$ cat config.mk
export PLATFORM = sky130hd
export DESIGN_NAME = adc_timing_and_irq_flags
export DESIGN_NICKNAME = d
export VERILOG_FILES = /design/src/core/adc_ctrl_pkg.sv /design/src/core/conv_timer.sv /design/src/core/adc_timing_and_irq_flags.sv
export SDC_FILE = /design/constraint.sdc
export NUM_CORES = 1
export LEC_CHECK = 0
export BUFFER_PORTS_ARGS = -buffer_cell sky130_fd_sc_hd__buf_2
export CAP_MARGIN = 30
export CORE_MARGIN = 1.5
export CORE_UTILIZATION = 58
export CTS_CLUSTER_DIAMETER = 60
export DETAILED_ROUTE_END_ITERATION = 16
export PLACE_DENSITY_LB_ADDON = 0.1
export SKIP_CTS_REPAIR_TIMING = 1
export SLEW_MARGIN = 10
export SYNTH_ARGS = -nofsm -noshare
export SYNTH_HDL_FRONTEND = slang
export SYNTH_SLANG_ARGS = --single-unit
$ cat constraint.sdc
create_clock -name clk -period 3.8 [get_ports clk]
set_input_delay 0.57 -clock clk [delete_from_list [all_inputs] [get_ports clk]]
set_output_delay 0.57 -clock clk [all_outputs]
set_load 0.01 [all_outputs]
$ cat src/core/adc_ctrl_pkg.sv
// Shared constants, types and helper functions for the converter control
// block. Assumes a single base clock and byte addresses on the register bus.
package adc_ctrl_pkg;

  // ----------------------------------------------------------------------
  // Register byte offsets
  // ----------------------------------------------------------------------
  localparam logic [4:0] OFS_IRQ_CTRL = 5'h00;
  localparam logic [4:0] OFS_SAMPLE_A = 5'h04;
  localparam logic [4:0] OFS_SAMPLE_B = 5'h08;
  localparam logic [4:0] OFS_SAMPLE_SEL = 5'h0c;
  localparam logic [4:0] OFS_COMPARE_TIME = 5'h10;
  localparam logic [4:0] OFS_THRESHOLD = 5'h14;
  localparam logic [4:0] OFS_STATUS = 5'h18;

  // ----------------------------------------------------------------------
  // Field positions
  // ----------------------------------------------------------------------
  localparam int BIT_SCAN_FLAG = 15;
  localparam int BIT_PRIO_FLAG = 14;
  localparam int BIT_CMP_FLAG = 13;
  localparam int BIT_RESERVED = 12;
  localparam int BIT_SCAN_EN = 11;
  localparam int BIT_PRIO_EN = 10;
  localparam int BIT_CMP_EN = 9;
  localparam int BIT_OVR_EN = 8;
  localparam int POS_MULT = 8;
  localparam int POS_PRIO_THR = 8;
  localparam int BIT_CMP_FUNC_EN = 16;

  // ----------------------------------------------------------------------
  // Reset values and timing constants
  // ----------------------------------------------------------------------
  localparam logic [4:0] RST_SAMPLE_COUNT = 5'h00;
  localparam logic [2:0] RST_MULT = 3'h0;
  localparam logic [7:0] RST_COMPARE_DIV = 8'h00;
  localparam logic [3:0] RST_SCAN_THR = 4'h0;
  localparam logic [1:0] RST_PRIO_THR = 2'h0;
  localparam logic [2:0] MULT_X1 = 3'h0;
  localparam logic [2:0] MULT_X4 = 3'h1;
  localparam logic [11:0] COMPARE_CLOCKS = 12'h00e;
  localparam logic [11:0] DIV_OFFSET = 12'h002;

  typedef enum logic [1:0] {
    PH_IDLE = 2'b00,
    PH_SAMPLE = 2'b01,
    PH_COMPARE = 2'b10
  } phase_t;

  // Sampling phase length in base cycles: (count + 1) * multiplier + 1.
  // Codes other than the x4 code act as x1.
  function automatic logic [11:0] sample_cycles(input logic [4:0] count,
                                                input logic [2:0] mult);
    logic [11:0] base;
    base = {7'h00, count} + 12'h001;
    if (mult == MULT_X4) begin
      base = {base[9:0], 2'b00};
    end
    return base + 12'h001;
  endfunction : sample_cycles

  // Comparison phase length: 14 compare clocks of (field + 2) base cycles.
  function automatic logic [11:0] compare_cycles(input logic [7:0] div);
    logic [11:0] ratio;
    ratio = {4'h0, div} + DIV_OFFSET;
    return ratio * COMPARE_CLOCKS;
  endfunction : compare_cycles

endpackage : adc_ctrl_pkg

$ cat src/core/conv_timer.sv
// Conversion phase timer: one sampling phase followed by one comparison
// phase per channel conversion. Assumes start is a one-cycle pulse from
// logic on the same clock; the settings are sampled only at start.
`timescale 1ns/100ps
module conv_timer
  import adc_ctrl_pkg::*;
(
  input wire logic clk,
  input wire logic reset_n,
  input wire logic start,
  input wire logic [4:0] sampleCount,
  input wire logic [2:0] multSel,
  input wire logic [7:0] divSel,
  output logic sampling,
  output logic comparing,
  output logic convDone
);

  // ----------------------------------------------------------------------
  // Phase state and down-counter
  // ----------------------------------------------------------------------
  phase_t phaseReg, phaseNext;
  logic [11:0] cntReg, cntNext;
  logic [11:0] cmpLenReg, cmpLenNext;
  logic doneNext;

  // A new start restarts the conversion even mid-phase, like a re-trigger.
  always_comb begin
    phaseNext = phaseReg;
    cntNext = cntReg;
    cmpLenNext = cmpLenReg;
    doneNext = 1'b0;
    if (start) begin
      phaseNext = PH_SAMPLE;
      cntNext = sample_cycles(sampleCount, multSel) - 12'h001; // [RULE3] [RULE23]
      cmpLenNext = compare_cycles(divSel); // [RULE7] [RULE8]
    end else begin
      unique case (phaseReg)
        PH_IDLE: begin
          phaseNext = PH_IDLE;
        end
        PH_SAMPLE: begin
          if (cntReg == 12'h000) begin
            phaseNext = PH_COMPARE; // [RULE1]
            cntNext = cmpLenReg - 12'h001;
          end else begin
            cntNext = cntReg - 12'h001;
          end
        end
        PH_COMPARE: begin
          if (cntReg == 12'h000) begin
            phaseNext = PH_IDLE;
            doneNext = 1'b1;
          end else begin
            cntNext = cntReg - 12'h001;
          end
        end
        default: begin
          phaseNext = PH_IDLE;
        end
      endcase
    end
  end

  // Outputs are registered from the next phase so they track phaseReg.
  always_ff @(posedge clk) begin
    if (!reset_n) begin
      phaseReg <= PH_IDLE;
      cntReg <= 12'h000;
      cmpLenReg <= 12'h000;
      sampling <= 1'b0;
      comparing <= 1'b0;
      convDone <= 1'b0;
    end else begin
      phaseReg <= phaseNext;
      cntReg <= cntNext;
      cmpLenReg <= cmpLenNext;
      sampling <= (phaseNext == PH_SAMPLE);
      comparing <= (phaseNext == PH_COMPARE);
      convDone <= doneNext;
    end
  end

  // ----------------------------------------------------------------------
  // Checks on phase order and lengths
  // ----------------------------------------------------------------------
  logic [11:0] phaseCycles;
  logic [11:0] sampLenReg;
  always_ff @(posedge clk) begin
    if (!reset_n) begin
      phaseCycles <= 12'h000;
      sampLenReg <= 12'h000;
    end else begin
      phaseCycles <= (start || phaseNext != phaseReg) ? 12'h000
                     : phaseCycles + 12'h001;
      if (start) begin
        sampLenReg <= sample_cycles(sampleCount, multSel);
      end
    end
  end
endmodule : conv_timer

$ cat src/core/adc_timing_and_irq_flags.sv
// Converter control: conversion timing and the interrupt flag/enable
// register, reached over an Avalon-MM slave with waitrequest.
// Assumes FIFO, comparator and arbitration logic on the same clock
// report their events as one-cycle pulses and levels.
//
// Behaviour
// (RULE1) A conversion is a sampling phase then a comparison phase.
// (RULE2) Two sampling settings; a per-channel select bit picks one.
// (RULE3) Sampling lasts (count + 1) times multiplier, plus one, cycles.
// (RULE4) Multiplier code 000 means times one, 001 means times four.
// (RULE5) Software keeps count at least 4 (3 on reduced parts) with x1.
// (RULE6) Software keeps count at least 1 with x4, never zero.
// (RULE7) Comparison lasts 14 compare clocks of ratio base cycles each.
// (RULE8) Compare division field zero gives a ratio of two.
// (RULE9) Scan-done flag bit15 sets when scan FIFO reaches threshold.
// (RULE10) Priority-done flag bit14 sets when priority FIFO reaches threshold.
// (RULE11) Compare-match flag bit13 sets on a hit while comparison enabled.
// (RULE12) Writing 0 clears a flag, writing 1 leaves it; reads show it.
// (RULE13) Read-modify-write reads return 1 for every event flag.
// (RULE14) Scan enable bit11 with scan flag raises an interrupt.
// (RULE15) Reserved bit12 ignores writes; reads are unspecified.
// (RULE16) Software programs enable period then polls the enable state.
// (RULE17) Software flushes, selects single mode, then starts the scan.
// (RULE18) Software reads low half first, upper half only if valid.
// (RULE19) Priority enable with priority flag raises an interrupt.
// (RULE20) Compare enable with compare flag raises an interrupt.
// (RULE21) Overrun enable with either overrun flag raises an interrupt.
// (RULE22) Each request is a level equal to flag AND enable.
// (RULE23) Phases are counted by down-counters loaded at conversion start.
`timescale 1ns/100ps
module adc_timing_and_irq_flags
  import adc_ctrl_pkg::*;
#(
  parameter int NUM_CH = 32
) (
  input wire logic clk,
  input wire logic reset_n,
  input wire logic [4:0] address,
  input wire logic read,
  input wire logic write,
  input wire logic [31:0] writedata,
  input wire logic [3:0] byteenable,
  input wire logic rmwRead,
  output logic [31:0] readdata,
  output logic waitrequest,
  input wire logic convStart,
  input wire logic [4:0] convChannel,
  input wire logic scanWrite,
  input wire logic [4:0] scanLevel,
  input wire logic prioWrite,
  input wire logic [2:0] prioLevel,
  input wire logic compareHit,
  input wire logic scanOverrun,
  input wire logic prioOverrun,
  output logic sampling,
  output logic comparing,
  output logic convDone,
  output logic compareFuncEn,
  output logic scanIrq,
  output logic prioIrq,
  output logic compareIrq,
  output logic overrunIrq
);

  if (NUM_CH < 1 || NUM_CH > 32) begin : g_bad_ch
    $error("NUM_CH must lie between 1 and 32");
  end

  // ----------------------------------------------------------------------
  // Bus handshake
  // ----------------------------------------------------------------------
  // Every access answers one cycle after it appears; writes land at the
  // edge where the master sees waitrequest low, never earlier.
  logic waitReg, waitNext;
  logic [31:0] readdataReg, readdataNext;
  logic accept, rdAccept, wrCommit;
  logic [31:0] readValue;

  assign accept = (read || write) && waitReg;
  assign rdAccept = accept && read;
  assign wrCommit = write && !waitReg;

  // Byte-lane merge of a write into a stored 32-bit word.
  function automatic logic [31:0] lane_merge(input logic [31:0] old,
                                             input logic [31:0] data,
                                             input logic [3:0] be);
    logic [31:0] res;
    res = old;
    for (int i = 0; i < 4; i++) begin
      if (be[i]) begin
        res[i*8 +: 8] = data[i*8 +: 8];
      end
    end
    return res;
  endfunction : lane_merge

  // ----------------------------------------------------------------------
  // Configuration registers
  // ----------------------------------------------------------------------
  logic [4:0] countAReg, countANext, countBReg, countBNext;
  logic [2:0] multAReg, multANext, multBReg, multBNext;
  logic [31:0] selectReg, selectNext;
  logic [7:0] divReg, divNext;
  logic [3:0] scanThrReg, scanThrNext;
  logic [1:0] prioThrReg, prioThrNext;
  logic cmpFuncReg, cmpFuncNext;
  logic [31:0] chMask, wordA, wordB, wordThr;

  assign chMask = (NUM_CH == 32) ? 32'hffffffff
                  : ((32'h00000001 << NUM_CH) - 32'h00000001);
  assign wordA = {21'h000000, multAReg, 3'h0, countAReg};
  assign wordB = {21'h000000, multBReg, 3'h0, countBReg};
  assign wordThr = {15'h0000, cmpFuncReg, 6'h00, prioThrReg, 4'h0,
                    scanThrReg};

  // Software-written settings, merged per byte lane at the commit edge.
  always_comb begin
    logic [31:0] m;
    m = 32'h00000000;
    countANext = countAReg;
    multANext = multAReg;
    countBNext = countBReg;
    multBNext = multBReg;
    selectNext = selectReg;
    divNext = divReg;
    scanThrNext = scanThrReg;
    prioThrNext = prioThrReg;
    cmpFuncNext = cmpFuncReg;
    if (wrCommit) begin
      unique case (address)
        OFS_SAMPLE_A: begin
          m = lane_merge(wordA, writedata, byteenable);
          countANext = m[4:0];
          multANext = m[POS_MULT +: 3];
        end
        OFS_SAMPLE_B: begin
          m = lane_merge(wordB, writedata, byteenable);
          countBNext = m[4:0];
          multBNext = m[POS_MULT +: 3];
        end
        OFS_SAMPLE_SEL: begin
          selectNext = lane_merge(selectReg, writedata, byteenable) & chMask;
        end
        OFS_COMPARE_TIME: begin
          m = lane_merge({24'h000000, divReg}, writedata, byteenable);
          divNext = m[7:0];
        end
        OFS_THRESHOLD: begin
          m = lane_merge(wordThr, writedata, byteenable);
          scanThrNext = m[3:0];
          prioThrNext = m[POS_PRIO_THR +: 2];
          cmpFuncNext = m[BIT_CMP_FUNC_EN];
        end
        default: begin
          m = 32'h00000000; // Unmapped, flag or status register: nothing here.
        end
      endcase
    end
  end

  always_ff @(posedge clk) begin
    if (!reset_n) begin
      countAReg <= RST_SAMPLE_COUNT;
      multAReg <= RST_MULT;
      countBReg <= RST_SAMPLE_COUNT;
      multBReg <= RST_MULT;
      selectReg <= 32'h00000000;
      divReg <= RST_COMPARE_DIV;
      scanThrReg <= RST_SCAN_THR;
      prioThrReg <= RST_PRIO_THR;
      cmpFuncReg <= 1'b0;
    end else begin
      countAReg <= countANext;
      multAReg <= multANext;
      countBReg <= countBNext;
      multBReg <= multBNext;
      selectReg <= selectNext;
      divReg <= divNext;
      scanThrReg <= scanThrNext;
      prioThrReg <= prioThrNext;
      cmpFuncReg <= cmpFuncNext;
    end
  end
  assign compareFuncEn = cmpFuncReg;

  // ----------------------------------------------------------------------
  // Conversion timing
  // ----------------------------------------------------------------------
  // The channel's select bit picks setting B, otherwise setting A.
  logic useB;
  assign useB = selectReg[convChannel]; // [RULE2]

  conv_timer u_timer (
    .clk(clk),
    .reset_n(reset_n),
    .start(convStart),
    .sampleCount(useB ? countBReg : countAReg), // [RULE2]
    .multSel(useB ? multBReg : multAReg), // [RULE4]
    .divSel(divReg),
    .sampling(sampling),
    .comparing(comparing),
    .convDone(convDone)
  );

  // ----------------------------------------------------------------------
  // Event flags, enables and interrupt levels
  // ----------------------------------------------------------------------
  logic scanFlagReg, scanFlagNext, prioFlagReg, prioFlagNext;
  logic cmpFlagReg, cmpFlagNext;
  logic [3:0] enReg, enNext;
  logic scanSet, prioSet, cmpSet, flagWrite;

  assign scanSet = scanWrite && (scanLevel == {1'b0, scanThrReg}); // [RULE9]
  assign prioSet = prioWrite && (prioLevel == {1'b0, prioThrReg}); // [RULE10]
  assign cmpSet = compareHit && cmpFuncReg; // [RULE11]
  assign flagWrite = wrCommit && address == OFS_IRQ_CTRL && byteenable[1];

  // A set in the same cycle as a clearing write wins, so no event is lost.
  always_comb begin
    scanFlagNext = scanFlagReg;
    prioFlagNext = prioFlagReg;
    cmpFlagNext = cmpFlagReg;
    enNext = enReg;
    if (flagWrite) begin
      scanFlagNext = scanFlagReg && writedata[BIT_SCAN_FLAG]; // [RULE12]
      prioFlagNext = prioFlagReg && writedata[BIT_PRIO_FLAG]; // [RULE12]
      cmpFlagNext = cmpFlagReg && writedata[BIT_CMP_FLAG]; // [RULE12]
      enNext = writedata[BIT_OVR_EN +: 4]; // Bit 12 is dropped. [RULE15]
    end
    scanFlagNext = scanFlagNext || scanSet;
    prioFlagNext = prioFlagNext || prioSet;
    cmpFlagNext = cmpFlagNext || cmpSet;
  end

  // Requests are registered levels, one cycle behind flag and enable.
  always_ff @(posedge clk) begin
    if (!reset_n) begin
      scanFlagReg <= 1'b0;
      prioFlagReg <= 1'b0;
      cmpFlagReg <= 1'b0;
      enReg <= 4'h0;
      scanIrq <= 1'b0;
      prioIrq <= 1'b0;
      compareIrq <= 1'b0;
      overrunIrq <= 1'b0;
    end else begin
      scanFlagReg <= scanFlagNext;
      prioFlagReg <= prioFlagNext;
      cmpFlagReg <= cmpFlagNext;
      enReg <= enNext;
      scanIrq <= scanFlagReg && enReg[3]; // [RULE14] [RULE22]
      prioIrq <= prioFlagReg && enReg[2]; // [RULE19] [RULE22]
      compareIrq <= cmpFlagReg && enReg[1]; // [RULE20] [RULE22]
      overrunIrq <= (scanOverrun || prioOverrun) && enReg[0]; // [RULE21]
    end
  end

  // ----------------------------------------------------------------------
  // Read mux and bus registers
  // ----------------------------------------------------------------------
  // A read-modify-write read shows all flags as one so the write-back of
  // the same word cannot clear a flag that was pending.
  always_comb begin
    readValue = 32'h00000000;
    unique case (address)
      OFS_IRQ_CTRL: begin
        readValue[BIT_SCAN_FLAG] = scanFlagReg || rmwRead; // [RULE13]
        readValue[BIT_PRIO_FLAG] = prioFlagReg || rmwRead; // [RULE13]
        readValue[BIT_CMP_FLAG] = cmpFlagReg || rmwRead; // [RULE13]
        readValue[BIT_OVR_EN +: 4] = enReg;
      end
      OFS_SAMPLE_A: readValue = wordA;
      OFS_SAMPLE_B: readValue = wordB;
      OFS_SAMPLE_SEL: readValue = selectReg;
      OFS_COMPARE_TIME: readValue = {24'h000000, divReg};
      OFS_THRESHOLD: readValue = wordThr;
      OFS_STATUS: readValue = {29'h00000000, convDone, comparing, sampling};
      default: readValue = 32'h00000000;
    endcase
  end

  always_comb begin
    waitNext = !accept;
    readdataNext = rdAccept ? readValue : readdataReg;
  end

  always_ff @(posedge clk) begin
    if (!reset_n) begin
      waitReg <= 1'b1;
      readdataReg <= 32'h00000000;
    end else begin
      waitReg <= waitNext;
      readdataReg <= readdataNext;
    end
  end
  assign waitrequest = waitReg;
  assign readdata = readdataReg;
endmodule : adc_timing_and_irq_flags

==> metrics.txt, run 1 <==
status finished, final reports clean; root buffer cell clkbuf_16; skew final 6.02 ps; number of buffers added on ports 105; switching share of total power 24.9%; largest family of logic cells by synthesized area simple AND/OR/NAND/NOR gates; vias in the first global route 6234; Avg Cell Area, Syn 9.08 µm²; met2 WL 9.02 mm; relative slew slack 45.2%; peak supply drop 282 µV; Data required, critical path 4160 ps; Final Cycle Share 91.1%; Power Total 3440 µW; CP Capture Type flip-flop; grt ovf 0; Main synth FF type dfxtp_1; cell with the most instances after synthesis dfxtp_1; max cap viols 0; cell taking the most area after synthesis dfxtp_1; M1 WL 7.52 mm; Synth Area in Compound Gates 14.2%; CTS tree done; clock transition at the registers of the reported paths 60 ps; Adder-Cell Fraction of Synth Area 3.98%; post-DP HPWL 13.5 mm; initial antenna violation count 2; Layout area overhead 16.9%; Die Y 115 µm; max frequency 289 MHz; DR vias/cell 5.76; worst slack at placement 353 ps; CP arrival 3820 ps; WL/cell 17.0 µm; setup TNS 0 ps; Starting Density 60.2%; commonest cells in the netlist dfxtp_1 (135), mux2i_1 (90), nor2b_1 (87); sequential fraction of the synthesis area 37.1%; Clock Power Share 48.2%; Cells after DPL 1038; xor-xnor portion of the synthesized cell area 4.09%; count of cell types in the netlist 65; Min Clock Period, post-route 3460 ps; Yosys warnings 0; final core occ 70.3%; post-synthesis simple-gate area fraction 22.4%; RSZ-0062 raised after global routing no; CP Class flip-flop to flip-flop; first-pass GRT wire length 29.7 mm; clock latency on the worst-skew pair 430 ps; DRC Markers 0; top sig layer met5; drt pass-1 iters 6; Flop pwr share 42.4%; Num CTS Buffers 17; die width 115 µm; leakage power 0.00349 µW; flops & latches, synth 135; Via Count 6171; drt initial violations 417; full die area 0.0132 mm²; final wirelength 18.3 mm; Slew Viols, Final 0; switching pwr 857 µW; share of cells above drive strength 1 18.8%; clk sink count 135; CP startpoint kind flip-flop; core area 0.0121 mm²; Synth area leaders dfxtp_1 (37%), mux2i_1 (12%), nor2b_1 (7.5%); final net count 976; final setup violation count 0; area fraction of the dominant cell type after synthesis 37.1%; pwr/cell area 404 mW/mm²; largest net degree at the start of global routing 89; Comb power frac 9.4%; CTS Buffer Depth 2; Pint 2580 µW; Hold Vio Cnt, Final 0; Post-synth EDFFs 0; Final ANT Viol Nets 0; Setup WS post-layout 339 ps; Syn Std Cell Area 0.00729 mm²; Worst Tran Pin Value 821 ps; post-synthesis mux area share 14.1%; Finished Layout Cells 1071; CTS H-tree lvls 4; cell count after synthesis 803; ys async rst share 0%; syn nets 890; Critical Path Fanout Max 8; wire length on met3 957 µm; GRT Total Usage 29.0%; row count 40; Min-Delay Path Class input port to flip-flop; IO Pins 106; GPL Wtd Cong 0.943
worst max-delay path: stages, from the launching register on:
cell	delay, ps
dfxtp_1	470
ha_1	300
xor2_2	280
xnor2_1	210
inv_1	100
ha_1	290
ha_1	330
nor2b_1	150
o21ai_0	220
a21boi_0	150
o21ai_0	310
a21oi_1	140
or3_1	370
nand3_1	100
through the flow:
step	instance area, µm²	hold slack (ps)
2_1_floorplan	7290	442
3_3_place_gp	7910	427
3_5_place_dp	7910	454
4_1_cts	8510	361
5_1_grt	8520	373
6_report	8520	372
flip-flops by register name, indices dropped and copies added, names as in the netlist, 2 cells and up:
register           count
u_timer.cntReg        12
selectReg             32
countAReg              5
divReg                 8
scanThrReg             4
u_timer.phaseReg       2
multBReg               3
u_timer.cmpLenReg     11
prioThrReg             2
multAReg               3
countBReg              5
enReg                  4
readdata              32
cells by family after synthesis:
group | Yosys count
AOI/OAI and AO/OA | 147
xor gates and xnor gates | 34
adders and majority gates | 22
buffers and inverters | 75
DFF | 135
muxes | 97
and+or+nand+nor | 293
path summary, 6_finish.rpt:
path                 from               endpoint  slack [ps]  cells past startpoint
max             divReg[2]  u_timer.cmpLenReg[11]         340                     13
min                 write            waitrequest         370                      2
max reg2reg     divReg[2]  u_timer.cmpLenReg[11]         340                     13
min reg2reg  readdata[31]           readdata[31]         460                      2
layer usage:
layer  track usage, %  up-vias
met3             7.64       53
met1             32.5     2900
met5                0        -
met2             50.3      190
li1                 -     3026
met4             15.7        2
final cells by class:
| type | instances | area [µm²] |
|---|---|---|
| inverters | 27 | 101 |
| diodes | 1 | 2.50 |
| flip-flops and latches | 135 | 2700 |
| clock buffers | 20 | 457 |
| well taps | 168 | 210 |
| clock inverters | 12 | 143 |
| fillers | 979 | 3590 |
| repair buffers | 115 | 613 |
| multi-input cells | 593 | 4290 |
power groups by stage:
stage	sequential [µW]	combinational, µW	clock (µW)
3_5_place_dp	1490	320	0
6_report	1460	324	1660
4_1_cts	1460	323	1680
2_1_floorplan	1490	215	0
3_3_place_gp	1490	312	0
5_1_grt	1460	353	1750
placed cells by master, fill, tap and decap left out, types with 20 or more instances in the layout:
cell type,Yosys,routed
nor2_1,29,29
a21boi_0,21,21
dfxtp_1,135,135
buf_2,3,105
mux2i_1,90,90
nand2_1,53,53
ha_1,20,20
a21oi_1,29,29
nand3_1,43,43
nor2b_1,87,87
inv_1,27,27
o21ai_0,27,27
(Power assumes the default switching activity.)
==> inputs of run 2 (changes only) <==
Settings changed: ABC_AREA set to 1, CORE_UTILIZATION 58 to 57.
==> run 2 against run 1 <==
Maximum frequency up 9.3%. Die area down 4.1%. Non-clock buffer count down 5. Utilization down 0.38 points. Sequential share of layout area up 1.7 points. Clock skew about the same. Cell count up 16%. Worst hold slack worse by 19 ps. Final area down 5.0%. Sequential power about the same. Via count up 10%. First-iteration DRC count up 31%. Highest routed layer is now met4.
==> metrics.txt, run 2 <==
relative slew slack 42.4% (was 45.2%); Setup WS post-layout 635 ps (was 339 ps); clock transition at the registers of the reported paths 60 ps (about the same); post-DP HPWL 13.1 mm (was 13.5 mm); Critical Path Fanout Max 5 (was 8); worst hold path startpoint write (unchanged); r2r setup slk 630 ps (was 340 ps); Worst Tran Pin Value 864 ps (was 821 ps); Main synth FF type dfxtp_1 (unchanged); first-pass GRT wire length 30.4 mm (was 29.7 mm); drt pass-1 iters 5 (was 6); cell taking the most area after synthesis dfxtp_1 (unchanged); Final ANT Viol Nets 0 (unchanged); Synth area leaders dfxtp_1 (39%), nand2_1 (8.8%), nor2_1 (8.6%) (was dfxtp_1 (37%), mux2i_1 (12%), nor2b_1 (7.5%)); clock latency on the worst-skew pair 430 ps (about the same); pwr/cell area 440 mW/mm² (was 404 mW/mm²); ys async rst share 0% (unchanged); Post-synth EDFFs 0 (unchanged); R2R depth 18 (was 13); final setup violation count 0 (unchanged); flops & latches, synth 135 (unchanged); Syn Std Cell Area 0.00686 mm² (was 0.00729 mm²); Hold Vio Cnt, Final 0 (unchanged); CP Class flip-flop to flip-flop (unchanged); row count 39 (was 40); full die area 0.0127 mm² (was 0.0132 mm²); status finished, final reports clean (unchanged); area of the multi-input gates 0.00360 mm² (was 0.00429 mm²); CP startpoint kind flip-flop (unchanged); number of buffers added on ports 105 (unchanged); share of cells above drive strength 1 15.2% (was 18.8%); Final Cycle Share 83.3% (was 91.1%); final net count 1169 (was 976); max cap viols 0 (unchanged); leakage power 0.00359 µW (was 0.00349 µW); Layout area overhead 17.9% (was 16.9%); commonest cells in the netlist nand2_1 (161), nor2_1 (157), dfxtp_1 (135) (was dfxtp_1 (135), mux2i_1 (90), nor2b_1 (87)); die width 113 µm (was 115 µm); root buffer cell clkbuf_16 (unchanged); Starting Density 59.3% (was 60.2%); drt initial violations 545 (was 417); Setup crit end u_timer.cmpLenReg[11] (unchanged); peak supply drop 464 µV (was 282 µV); initial antenna violation count 0 (was 2); number of diodes 0 (was 1); GPL Wtd Cong 0.918 (was 0.943); syn nets 1068 (was 890); DRC Markers 0 (unchanged); GRT Total Usage 29.9% (was 29.0%); vias in the first global route 6348 (was 6234); grt ovf 0 (unchanged); Num CTS Buffers 17 (unchanged); CTS tree done (unchanged); Min-Delay Path Class input port to flip-flop (unchanged); commonest non-fill, non-tap cells in the layout nand2_1 (161), nor2_1 (156), dfxtp_1 (135) (was dfxtp_1 (135), buf_2 (105), mux2i_1 (90)); FF-to-FF End u_timer.cmpLenReg[11] (unchanged); RSZ-0062 raised after global routing no (unchanged); cell count after synthesis 981 (was 803); final wirelength 18.5 mm (was 18.3 mm); setup TNS 0 ps (unchanged); DR vias/cell 5.50 (was 5.76); Min Clock Period, post-route 3170 ps (was 3460 ps); Die Y 113 µm (was 115 µm); area fraction of the dominant cell type after synthesis 39.4% (was 37.1%); Hold Crit Depth 2 (unchanged); clk sink count 135 (unchanged); skew final 6.47 ps (was 6.02 ps); CP Capture Type flip-flop (unchanged); cell with the most instances after synthesis nand2_1 (was dfxtp_1); largest net degree at the start of global routing 102 (was 89); count of cell types in the netlist 47 (was 65); Slew Viols, Final 0 (unchanged); CP arrival 3480 ps (was 3820 ps); Worst setup startpoint divReg[1] (was divReg[2]); core area 0.0116 mm² (was 0.0121 mm²); worst slack at placement 644 ps (was 353 ps); Data required, critical path 4110 ps (was 4160 ps); CTS H-tree lvls 4 (unchanged); commonest non-fill, non-tap cell in the layout nand2_1 (was dfxtp_1); CTS Buffer Depth 2 (unchanged); Via Count 6811 (was 6171); max frequency 316 MHz (was 289 MHz); WL/cell 14.9 µm (was 17.0 µm); Power Total 3560 µW (was 3440 µW); Register Area 0.00270 mm² (unchanged); IO Pins 106 (unchanged); worst r2r src divReg[1] (was divReg[2]); Avg Cell Area, Syn 6.99 µm² (was 9.08 µm²); FILL cells 1032 (was 979); Yosys warnings 0 (unchanged); sequential fraction of the synthesis area 39.4% (was 37.1%)
run 2: cell types whose count changed in the layout (fill, tap and decap cells not counted), moves of 7 or more:
cell / delta
and3_1: -15
nand2_1: +108
xnor2_1: -7
a21boi_0: -21
o21ai_0: +89
nor2b_1: -87
mux2i_1: -90
inv_1: +79
or3_1: -7
nand3_1: +18
nor2_1: +127
o22ai_1: +9
a21oi_1: +49
run 2: critical path, cell delays in order, from the launching register on:
cell and delay, ps:
dfxtp_1 430, nand2_1 100, nor2_1 160, xor2_1 410
xnor2_1 170, inv_1 60, ha_1 280, ha_1 340
a21oi_1 140, nand2_1 70, nand2_1 80, nand2_1 50
a21oi_1 160, nor2_1 70, o21ai_0 140, nand2_1 80
xor2_1 140, o21ai_0 140, inv_1 50
run 2: worst min path at each step:
stage,end
after floorplan,prioIrq
after global placement,prioIrq
after detailed placement,scanIrq
after CTS,waitrequest
after global routing,waitrequest
final,waitrequest
run 2: routing by layer:
layer	share of wire, %	wire (µm)	up-vias	GRT usage (%)
met5	0	0	-	0
li1	-	-	3452	-
met4	2.0	367	0	9.87
met1	43	7900	3106	36.7
met3	5.6	1030	26	5.95
met2	50	9180	227	52.7
run 2: area by class of cell:
cell class | instances | area share (%)
inverter | 114 | 5.35
tap | 143 | 2.21
multi-input combinational | 704 | 44.5
clock buffer | 19 | 5.47
clock inverter | 13 | 2.12
sequential | 135 | 33.4
timing repair buffer | 110 | 6.96
run 2: cell families (layout without fill, tap and decap cells):
group | Yosys count | after routing | synth area share [%]
AOI/OAI and AO/OA | 242 | 242 | 19.6
xor gates and xnor gates | 24 | 24 | 3.06
adders and majority gates | 22 | 22 | 4.23
buffers and inverters | 142 | 256 | 8.19
DFF | 135 | 135 | 39.4
and+or+nand+nor | 416 | 416 | 25.6
run 2: through the flow:
| step | hold WS (ps) | instance area, µm² | util, % | std cells |
|---|---|---|---|---|
| floorplan | 410 | 6860 | - | 981 |
| global placement | 429 | 7480 | 64.6 | 1206 |
| detailed placement | 431 | 7480 | 64.6 | 1206 |
| CTS | 352 | 8090 | 70.0 | 1238 |
| global route | 366 | 8090 | 70.0 | 1238 |
| finish | 352 | 8090 | 70.0 | 1238 |
run 2: where the power goes:
group	total [µW]	internal [µW]	switching [µW]
logic	373	131	242
registers	1480	1450	23.7
clock network	1710	1060	654
==> inputs of run 3 (changes only) <==
Settings changed: CORE_UTILIZATION 57 to 52.
Clock period 3.8 ns to 2.9 ns, I/O delays scaled along.
==> run 3 against run 2 <==
Combinational power up 32%. Largest cell class unchanged. Sequential power up 30%. Worst hold slack worse by 130 ps. Flip-flop and latch count unchanged. Clock skew up 1.2 ps. Critical path type unchanged. Sequential share of layout area down 0.85 points. Global-route usage down 2.7 points. Clock power up 20%. Critical path depth up 1. Via count down 0.18%. Die area up 9.4%.
==> metrics.txt, run 3 (synthesis gave the netlist of run 2 again) <==
status finished, final reports clean (unchanged); GRT Total Usage 27.2% (was 29.9%); final core occ 65.5% (was 70.0%); Power Total 4480 µW (was 3560 µW); Finished Layout Cells 1279 (was 1238); final wirelength 18.6 mm (was 18.5 mm); CP startpoint kind flip-flop (unchanged); Starting Density 53.9% (was 59.3%); Die Y 118 µm (was 113 µm); relative slew slack 57.8% (was 42.4%); row count 41 (was 39); r2r setup slk 150 ps (was 630 ps); root buffer cell clkbuf_16 (unchanged); Layout area overhead 21.5% (was 17.9%); post-DP HPWL 13.6 mm (was 13.1 mm); Cells after DPL 1246 (was 1206); FF-to-FF End u_timer.cmpLenReg[10] (was u_timer.cmpLenReg[11]); pwr/cell area 537 mW/mm² (was 440 mW/mm²); clock transition at the registers of the reported paths 60 ps (about the same); grt ovf 0 (unchanged); R2R depth 19 (was 18); GPL Wtd Cong 0.883 (was 0.918); Via Count 6799 (was 6811); Final Cycle Share 95.0% (was 83.3%); CP arrival 3070 ps (was 3480 ps); Final ANT Viol Nets 0 (unchanged); Min-Delay Path Class input port to flip-flop (unchanged); Slew Viols, Final 0 (unchanged); die width 118 µm (was 113 µm); worst hold path startpoint write (unchanged); CTS tree done (unchanged); dpl cell area 0.00759 mm² (was 0.00748 mm²); Critical Path Fanout Max 5 (unchanged); clock latency on the worst-skew pair 430 ps (about the same); share of cells above drive strength 1 17.9% (was 15.2%); leakage power 0.00363 µW (was 0.00359 µW); WL/cell 14.6 µm (was 14.9 µm); RSZ-0062 raised after global routing yes (was no); Num CTS Buffers 17 (unchanged); CTS H-tree lvls 4 (unchanged); IO Pins 106 (unchanged); final setup violation count 0 (unchanged); CP bufs+invs 3 (was 2); clk sink count 135 (unchanged); DRC Markers 0 (unchanged); Worst Tran Pin Value 633 ps (was 864 ps); Design Area, Final 0.00834 mm² (was 0.00809 mm²); CP Class flip-flop to flip-flop (unchanged); Worst path top cell family by delay simple AND/OR/NAND/NOR gates (was XOR/XNOR gates); CP Cell Sequence nand2_2 -> nor2_4 -> xor2_1 -> buf_4 -> buf_4 -> ha_1 -> ha_4 -> a21oi_1 -> nand2_1 -> nand2_1 -> nand2_1 -> a21oi_2 -> nor2_1 -> nor2_1 -> nor2_1 -> nor2_1 -> xnor2_1 -> o21ai_1 -> inv_1 (was nand2_1 -> nor2_1 -> xor2_1 -> xnor2_1 -> inv_1 -> ha_1 -> ha_1 -> a21oi_1 -> nand2_1 -> nand2_1 -> nand2_1 -> a21oi_1 -> nor2_1 -> o21ai_0 -> nand2_1 -> xor2_1 -> o21ai_0 -> inv_1); max cap viols 0 (unchanged); drt pass-1 iters 5 (unchanged); Hold Vio Cnt, Final 0 (unchanged); CTS Buffer Depth 2 (unchanged); setup TNS 0 ps (unchanged); commonest non-fill, non-tap cells in the layout nand2_1 (159), nor2_1 (155), dfxtp_1 (132) (was nand2_1 (161), nor2_1 (156), dfxtp_1 (135)); core area 0.0127 mm² (was 0.0116 mm²); skew final 7.70 ps (was 6.47 ps); peak supply drop 427 µV (was 464 µV); max frequency 363 MHz (was 316 MHz); critical path's largest stage delay 370 ps (was 430 ps); number of diodes 0 (unchanged); CP most frequent cell nor2_1 (was nand2_1); commonest non-fill, non-tap cell in the layout nand2_1 (unchanged); Slowest-stage cell, CP dfxtp_4 (was dfxtp_1); initial antenna violation count 0 (unchanged); full die area 0.0139 mm² (was 0.0127 mm²); Data required, critical path 3220 ps (was 4110 ps); vias in the first global route 6513 (was 6348); number of buffers added on ports 105 (unchanged); drt initial violations 511 (was 545); CP Capture Type flip-flop (unchanged); first-pass GRT wire length 30.7 mm (was 30.4 mm); Min Clock Period, post-route 2750 ps (was 3170 ps); largest net degree at the start of global routing 69 (was 102); Hold Path End waitrequest (unchanged); worst r2r src divReg[2] (was divReg[1]); Hold Crit Depth 2 (unchanged); DR vias/cell 5.32 (was 5.50); final net count 1181 (was 1169)
run 3: changes by cell type in the layout (fill, tap and decap cells not counted), sizes merged:
cell    previous run  this run
inv              116       115
bufinv             3         1
clkinv             3         6
buf              110       122
run 3: power breakdown:
group / internal [µW] / switching (µW) / total (µW) / leakage [µW]
sequential: 1900 / 31.1 / 1930 / 0.00110
combinational: 176 / 316 / 491 / 0.00227
clock: 1210 / 847 / 2050 / 0.000262
run 3: final cells by class:
type                    instances  area [µm²]
repair buffers                122         653
fillers                      1227        4390
inverters                     114         433
clock inverters                13         125
clock buffers                  19         443
well taps                     172         215
flip-flops and latches        135        2710
multi-input cells             704        3750
run 3: worst max-delay path by stage:
stage	startpoint	end	slack, ps	depth (start not counted)
after global placement	divReg[1]	u_timer.cmpLenReg[11]	50	14
after floorplan	divReg[1]	u_timer.cmpLenReg[11]	20	18
after detailed placement	divReg[1]	u_timer.cmpLenReg[11]	-60	18
final	divReg[2]	u_timer.cmpLenReg[10]	150	19
after CTS	divReg[1]	u_timer.cmpLenReg[11]	-80	18
after global routing	divReg[1]	u_timer.cmpLenReg[11]	-50	17
run 3: per-stage QoR:
stage	hold WS, ps	setup slack [ps]
after detailed placement	433	-55.2
after global placement	426	45.8
after CTS	220	-76.7
after global routing	229	-48.5
final	227	146
after floorplan	410	19.9
run 3: routing by layer:
layer  vias to the layer above  share of wire, %  track usage, %
li1                       3480                 -               -
met3                        35               6.0            6.30
met1                      3082                44            33.6
met2                       202                48            46.9
met5                         -                 0               0
met4                         0               2.2            8.92
